==> config.mk <==
export PLATFORM = sky130hd
export DESIGN_NAME = can_rx_fifo_status
export DESIGN_NICKNAME = d
export VERILOG_FILES = /design/src/design/rxf_pkg.sv /design/src/design/can_rx_fifo_status.sv /design/src/design/rx_fifo_track.sv
export SDC_FILE = /design/constraint.sdc
export NUM_CORES = 1
export LEC_CHECK = 0
export ABC_AREA = 1
export BUFFER_PORTS_ARGS = -buffer_cell sky130_fd_sc_hd__buf_2
export CORE_MARGIN = 4
export CORE_UTILIZATION = 38
export CTS_CLUSTER_DIAMETER = 30
export DETAILED_ROUTE_END_ITERATION = 8
export MAX_ROUTING_LAYER = met4
export SYNTH_ARGS = -nofsm -noshare
export SYNTH_HDL_FRONTEND = slang
export SYNTH_SLANG_ARGS = --single-unit
export TNS_END_PERCENT = 20
==> constraint.sdc <==
create_clock -name SYS_CLK -period 1.78 [get_ports SYS_CLK]
set_clock_uncertainty 0.1 [all_clocks]
set_input_delay 0.089 -clock SYS_CLK [delete_from_list [all_inputs] [get_ports SYS_CLK]]
set_output_delay 0.089 -clock SYS_CLK [all_outputs]
set_load 0.1 [all_outputs]
==> src/design/rxf_pkg.sv <==
`default_nettype none
package rxf_pkg;
  // register byte offsets
  localparam logic [7:0] RXF0_OFFSET = 8'h0c;
  localparam logic [7:0] RXF1_OFFSET = 8'h10;
  localparam logic [7:0] IRQ_EN_OFFSET = 8'h14;
  localparam logic [7:0] IRQ_STS_OFFSET = 8'h20;
  localparam logic [7:0] IRQ_CLR_OFFSET = 8'h24;
  // fifo register fields
  localparam int CNT_LSB = 0;
  localparam int FULL_BIT = 3;
  localparam int OVR_BIT = 4;
  localparam int REL_BIT = 5;
  localparam logic [1:0] FIFO_DEPTH = 2'h3;
  // interrupt enable fields
  localparam int PEND0_EN_BIT = 1;
  localparam int FULL0_EN_BIT = 2;
  localparam int OVR0_EN_BIT = 3;
  localparam int PEND1_EN_BIT = 4;
  localparam int FULL1_EN_BIT = 5;
  localparam int OVR1_EN_BIT = 6;
  localparam logic [6:0] IRQ_EN_RESET = 7'h00;
  // axi responses
  localparam logic [1:0] RESP_OKAY = 2'h0;
  localparam logic [1:0] RESP_SLVERR = 2'h2;

  // state of one receive fifo
  typedef struct packed {
    logic [1:0] count;
    logic full;
    logic overrun;
    logic release_pend;
  } fifo_state_type;

  // write request towards the registers
  typedef struct packed {
    logic [7:0] addr;
    logic [31:0] data;
    logic [3:0] strb;
  } wreq_type;
endpackage : rxf_pkg
`default_nettype wire

==> src/design/can_rx_fifo_status.sv <==
// What this block does
// - keep two-bit fifo 0 message count, add one per stored message
// - release of fifo 0 output mailbox lowers its count by one
// - fifo 0 full flag set at three messages, cleared by writing one
// - store into full fifo 0 sets overrun flag, cleared by writing one
// - writing one to fifo 0 release bit frees mailbox; ignored when empty
// - keep two-bit fifo 1 message count, add one per stored message
// - release of fifo 1 output mailbox lowers its count by one
// - fifo 1 full flag set at three messages, cleared by writing one
// - store into full fifo 1 sets overrun flag, cleared by writing one
// - writing one to fifo 1 release bit frees mailbox; ignored when empty
// - interrupt when a fifo count is nonzero and pending enable set
// - interrupt when a fifo full flag and its enable are set
// - interrupt when a fifo overrun flag and its enable are set
//
// Chosen here: the AXI4-Lite slave port.
`default_nettype none
module can_rx_fifo_status (
  // clock and reset
  input wire logic SYS_CLK,
  input wire logic SRST,
  // receive path
  input wire logic RX0_STORE,
  input wire logic RX1_STORE,
  output logic RX0_RELEASE,
  output logic RX1_RELEASE,
  // axi4-lite write address
  input wire logic [7:0] AWADDR,
  input wire logic AWVALID,
  output logic AWREADY,
  // axi4-lite write data
  input wire logic [31:0] WDATA,
  input wire logic [3:0] WSTRB,
  input wire logic WVALID,
  output logic WREADY,
  // axi4-lite write response
  output logic [1:0] BRESP,
  output logic BVALID,
  input wire logic BREADY,
  // axi4-lite read address
  input wire logic [7:0] ARADDR,
  input wire logic ARVALID,
  output logic ARREADY,
  // axi4-lite read data
  output logic [31:0] RDATA,
  output logic [1:0] RRESP,
  output logic RVALID,
  input wire logic RREADY,
  // interrupt
  output logic IRQ
);
  import rxf_pkg::*;

  typedef struct packed {
    logic aw_got;
    logic w_got;
    wreq_type wreq;
    logic bvalid;
    logic [1:0] bresp;
    logic rvalid;
    logic [31:0] rdata;
    logic [1:0] rresp;
    logic [6:0] irq_en;
    logic [5:0] sts;
  } state_type;

  state_type s_r, s_nxt;
  fifo_state_type f0, f1;
  logic [5:0] ev;
  logic wr_go, wr_lane0;
  logic rel0_wr, rel1_wr, full0_clr, full1_clr, ovr0_clr, ovr1_clr;
  logic pend0_ev, pend1_ev;

  // fifo register image, reserved bits read zero
  function automatic logic [31:0] fifo_word(input fifo_state_type f);
    logic [31:0] w;
    w = 32'h0;
    w[CNT_LSB +: 2] = f.count;
    w[FULL_BIT] = f.full;
    w[OVR_BIT] = f.overrun;
    w[REL_BIT] = f.release_pend;
    return w;
  endfunction

  // is an address one of ours
  function automatic logic mapped(input logic [7:0] a);
    return a == RXF0_OFFSET || a == RXF1_OFFSET || a == IRQ_EN_OFFSET ||
      a == IRQ_STS_OFFSET || a == IRQ_CLR_OFFSET;
  endfunction

  // write fires once address and data are both held and no response waits
  assign wr_go = s_r.aw_got && s_r.w_got && !s_r.bvalid;
  assign wr_lane0 = wr_go && s_r.wreq.strb[0];

  assign rel0_wr = wr_lane0 && s_r.wreq.addr == RXF0_OFFSET &&
    s_r.wreq.data[REL_BIT];
  assign rel1_wr = wr_lane0 && s_r.wreq.addr == RXF1_OFFSET &&
    s_r.wreq.data[REL_BIT];
  assign full0_clr = wr_lane0 && s_r.wreq.addr == RXF0_OFFSET &&
    s_r.wreq.data[FULL_BIT];
  assign full1_clr = wr_lane0 && s_r.wreq.addr == RXF1_OFFSET &&
    s_r.wreq.data[FULL_BIT];
  assign ovr0_clr = wr_lane0 && s_r.wreq.addr == RXF0_OFFSET &&
    s_r.wreq.data[OVR_BIT];
  assign ovr1_clr = wr_lane0 && s_r.wreq.addr == RXF1_OFFSET &&
    s_r.wreq.data[OVR_BIT];

  rx_fifo_track u_fifo0 (
    .clk(SYS_CLK),
    .srst(SRST),
    .store(RX0_STORE),
    .rel_wr(rel0_wr),
    .full_clr(full0_clr),
    .ovr_clr(ovr0_clr),
    .st(f0),
    .pend_event(pend0_ev)
  );

  rx_fifo_track u_fifo1 (
    .clk(SYS_CLK),
    .srst(SRST),
    .store(RX1_STORE),
    .rel_wr(rel1_wr),
    .full_clr(full1_clr),
    .ovr_clr(ovr1_clr),
    .st(f1),
    .pend_event(pend1_ev)
  );

  // events gathered in interrupt enable layout order, bits 0..5
  // a store that refills a slot freed in the same cycle is no event
  assign ev = {RX1_STORE && !RX1_RELEASE && f1.count == FIFO_DEPTH,
    RX1_STORE && !RX1_RELEASE && f1.count == 2'h2, pend1_ev,
    RX0_STORE && !RX0_RELEASE && f0.count == FIFO_DEPTH,
    RX0_STORE && !RX0_RELEASE && f0.count == 2'h2, pend0_ev};

  always_comb begin
    s_nxt = s_r;
    // address channel
    if (AWVALID && AWREADY) begin
      s_nxt.aw_got = 1'b1;
      s_nxt.wreq.addr = AWADDR;
    end
    // data channel
    if (WVALID && WREADY) begin
      s_nxt.w_got = 1'b1;
      s_nxt.wreq.data = WDATA;
      s_nxt.wreq.strb = WSTRB;
    end
    // response handshake
    if (s_r.bvalid && BREADY) begin
      s_nxt.bvalid = 1'b0;
    end
    // perform write
    if (wr_go) begin
      s_nxt.aw_got = 1'b0;
      s_nxt.w_got = 1'b0;
      s_nxt.bvalid = 1'b1;
      s_nxt.bresp = mapped(s_r.wreq.addr) ? RESP_OKAY : RESP_SLVERR;
      if (s_r.wreq.addr == IRQ_EN_OFFSET && s_r.wreq.strb[0]) begin
        s_nxt.irq_en = s_r.wreq.data[6:0];
      end
      if (s_r.wreq.addr == IRQ_CLR_OFFSET && s_r.wreq.strb[0]) begin
        s_nxt.sts = s_r.sts & ~s_r.wreq.data[5:0];
      end
    end
    // sticky events, set wins over clear
    s_nxt.sts = s_nxt.sts | ev;
    // read channel
    if (s_r.rvalid && RREADY) begin
      s_nxt.rvalid = 1'b0;
    end
    if (ARVALID && ARREADY) begin
      s_nxt.rvalid = 1'b1;
      s_nxt.rresp = mapped(ARADDR) ? RESP_OKAY : RESP_SLVERR;
      unique case (ARADDR)
        RXF0_OFFSET: s_nxt.rdata = fifo_word(f0);
        RXF1_OFFSET: s_nxt.rdata = fifo_word(f1);
        IRQ_EN_OFFSET: s_nxt.rdata = {25'h0, s_r.irq_en};
        IRQ_STS_OFFSET: s_nxt.rdata = {26'h0, s_r.sts};
        default: s_nxt.rdata = 32'h0;
      endcase
    end
  end

  // register the whole state
  always_ff @(posedge SYS_CLK) begin
    if (SRST) begin
      s_r <= '0;
      s_r.irq_en <= IRQ_EN_RESET;
    end else begin
      s_r <= s_nxt;
    end
  end

  // channels accept one item each while their own previous item is not pending
  assign AWREADY = !s_r.aw_got;
  assign WREADY = !s_r.w_got;
  assign ARREADY = !s_r.rvalid;
  assign BVALID = s_r.bvalid;
  assign BRESP = s_r.bresp;
  assign RVALID = s_r.rvalid;
  assign RDATA = s_r.rdata;
  assign RRESP = s_r.rresp;

  // only oldest message shown; release strobe to storage
  assign RX0_RELEASE = f0.release_pend && f0.count != 2'h0;
  assign RX1_RELEASE = f1.release_pend && f1.count != 2'h0;

  // level interrupt from live fifo state
  always_comb begin
    IRQ = (s_r.irq_en[PEND0_EN_BIT] && f0.count != 2'h0) ||
      (s_r.irq_en[PEND1_EN_BIT] && f1.count != 2'h0);
    IRQ = IRQ || (s_r.irq_en[FULL0_EN_BIT] && f0.full) ||
      (s_r.irq_en[FULL1_EN_BIT] && f1.full);
    IRQ = IRQ || (s_r.irq_en[OVR0_EN_BIT] && f0.overrun) ||
      (s_r.irq_en[OVR1_EN_BIT] && f1.overrun);
  end
endmodule // can_rx_fifo_status
`default_nettype wire

==> src/design/rx_fifo_track.sv <==
`default_nettype none
module rx_fifo_track (
  // clock and reset
  input wire logic clk,
  input wire logic srst,
  // receive path store strobe
  input wire logic store,
  // software side, one-cycle strobes
  input wire logic rel_wr,
  input wire logic full_clr,
  input wire logic ovr_clr,
  // state
  output rxf_pkg::fifo_state_type st,
  output logic pend_event
);
  import rxf_pkg::*;

  fifo_state_type st_r, st_nxt;
  logic do_rel;

  // release phase: pending request takes effect one cycle after write
  always_comb begin
    st_nxt = st_r;
    do_rel = st_r.release_pend && (st_r.count != 2'h0);
    st_nxt.release_pend = rel_wr;
    // count down on release, count up on store
    // store and release together leave the count alone, even when full
    if (store && !do_rel && (st_r.count != FIFO_DEPTH)) begin
      st_nxt.count = st_r.count + 2'h1;
    end else if (do_rel && !store) begin
      st_nxt.count = st_r.count - 2'h1;
    end
    // full flag, set wins over clear
    if (full_clr) begin
      st_nxt.full = 1'b0;
    end
    if (st_nxt.count == FIFO_DEPTH && st_r.count != FIFO_DEPTH) begin
      st_nxt.full = 1'b1;
    end
    if (ovr_clr) begin
      st_nxt.overrun = 1'b0;
    end
    if (store && st_r.count == FIFO_DEPTH && !do_rel) begin
      st_nxt.overrun = 1'b1;
    end
  end

  // store while full with a release in the same cycle replaces the slot
  always_ff @(posedge clk) begin
    if (srst) begin
      st_r <= '0;
    end else begin
      st_r <= st_nxt;
    end
  end

  assign st = st_r;
  assign pend_event = (st_r.count == 2'h0) && (st_nxt.count != 2'h0);
endmodule // rx_fifo_track
`default_nettype wire

==> out/results.txt <==
Clock Sinks: 52
Total number of vias: 2484
Final hold viol count: 0
Maxcap violations: 0
Seq/Total Area, Yosys: 0.373
Overall Global Routing Usage: 0.146
Synth area leader: dfxtp_1
Setup violations, final: 0
Required @ worst endpoint: 1590 ps
Vias/cell: 4.57
First-pass GRT wire length: 10100 um
Grt total ovfl: 0
Die X: 93.7 um
GP Congestion: 0.817
Final critical-path share of the clock period: 0.941
Critical path type: flip-flop to primary output
Unrepaired setup endpoints after global routing: no
Cells after DPL: 511
# diodes: 0
Slew headroom: 0.614
I/O Pins: 105
Ratio of cells with drive above 1 in the final layout: 0.243
Post-route setup slack: 105 ps
Synth unique cells: 33
WHS: 68.3 ps
Synth top area share: 0.373
Worst vdd ir: 0.000421 V
Max-slew violations: 0
Dominant synthesized flop cell: dfxtp_1
WP data arrival: 1490 ps
Cell Area, Placed: 3020 um^2
Status: completed
Wire per inst: 11.6 um
Die Y: 93.7 um
Num rows: 30
Largest cells by area after synthesis: dfxtp_1 (37%), buf_4 (10%), nand3_1 (7.3%)
Synth cell count leaders: dfxtp_1 (52), nand2_1 (52), nand3_1 (41), a21oi_1 (40), inv_1 (40)
Routed WL: 6320 um
Largest net degree at the start of global routing: 22
Post-synth ARST share: 0
Initial antenna violation count: 0
Final #Nets: 514
Clk buf depth: 2
I/O Buffers: 49
Crit path capture type: primary output
H-Tree Level Count: 2
Post-Syn Instances: 381
Static leakage: 1.58 nW
Worst Path Max Fanout: 3
Power consumption: 2.68 mW
DPL Wire Length: 4740 um
Core footprint: 6980 um^2
Mapped Avg Cell Area: 7.33 um^2
Flop and latch count out of synthesis: 52
Antenna viol nets, final: 0
Placement Setup Slack: 130 ps
Worst-Margin Slew: 579 ps
DRT iter0 DRCs: 40
CTS buffer count: 5
Worst hold path class: input port to flip-flop
Clock slew at reported path FFs: 100 ps
Post-synth EDFFs: 0
Starting Density: 0.400
Root Buffer: clkbuf_8
Tmin final: 1670 ps
P per Cell Area: 789 nW/um^2
Post-route insts no fill: 544
Critical path launch point type: flip-flop
Pre-antenna DRT Iters: 4
Number of global-route vias before repair: 2295
CTS tree: done
Residual DRC: 0
Clock insertion delay at the later pin of the skew report: 310 ps
Syn. warnings: 0
Post-Syn Area: 2790 um^2
Fmax: 597 MHz
Cell area after layout: 3400 um^2
Die area: 8780 um^2
P&R area growth vs syn: 21.6%
-- cells in the final DEF, fill, tap and decap left out, drive strengths merged --
cell	instances
dlygate4sd3	21
nand4	3
o31ai	1
nand3	43
inv	43
buf	58
a21oi	41
nor2	34
clkinvlp	3
nand2	60
nor3	2
dfxtp	52
o21a	1
nand3b	1
o22ai	1
conb	27
o21ai	40
o211ai	2
clkinv	2
or2	1
clkbuf	5
a22oi	1
ha	6
-- final timing paths --
path,startpoint,to,slack [ps],cells past startpoint
hold / removal,RX0_STORE,s_r[1],70,5
setup reg to reg,u_fifo1.st[4],s_r[3],190,10
hold reg to reg,RDATA[5],RDATA[5],370,2
setup / recovery,u_fifo1.st[4],IRQ,110,6
-- logic make-up after synthesis --
kind of cell             synth area share
other                             0.00134
buffers and inverters               0.180
adder cells (fa/ha/maj)            0.0269
AND/OR/NAND/NOR                     0.255
flip-flops                          0.373
AO/OA/AOI/OAI                       0.164
-- layout make-up --
| class | instances | area [um^2] |
|---|---|---|
| Timing Repair Buffer | 79 | 568 |
| Inverter | 45 | 173 |
| Clock inverter | 3 | 23.8 |
| Clock buffer | 5 | 68.8 |
| Sequential cell | 52 | 1050 |
| Fill cell | 694 | 3590 |
| Multi-Input combinational cell | 264 | 1390 |
| Tap cell | 96 | 120 |
-- timing repair --
item                                    in CTS  in global routing
pin swaps                                    2                  2
buffers inserted                             1                  3
hold endpoints to repair                    21                  0
endpoints found under the setup margin       1                  2
cloned                                       0                  0
hold buffers                                21                  0
gates resized for setup                      7                  8
-- flip-flops by register name, summed over array words and instances (netlist names) --
| signal | cells |
|---|---|
| BVALID | 1 |
| u_fifo0.st | 5 |
| RVALID | 1 |
| BRESP | 1 |
| u_fifo1.st | 5 |
| s_r | 31 |
| RRESP | 1 |
| RDATA | 7 |
-- critical path, cell delays in order, from the launching register on --
cell	delay (ps)
dfxtp_1	370
inv_2	60
ha_4	170
o22ai_2	200
a21oi_2	50
nand4_1	140
buf_12	200
-- power by group --
group	switching (mW)	internal (mW)
Clock	0.404	0.279
Combinational	0.558	0.173
Sequential	0.0396	1.23
Total	1.00	1.68
-- through the flow --
stage	TNS [ps]	utilization
after detailed placement	0	0.432
after floorplan	-760	-
after CTS	0	0.478
after global routing	0	0.486
after global placement	0	0.432
final	0	0.486
-- routing by layer --
layer / routed length, um / vias up / global-route usage
met5: 0 / - / -
met2: 3040 / 55 / 0.248
met4: 26 / 0 / 0.0361
met1: 2940 / 1116 / 0.180
li1: - / 1311 / -
met3: 319 / 2 / 0.0256
(Power assumes the default switching activity.)
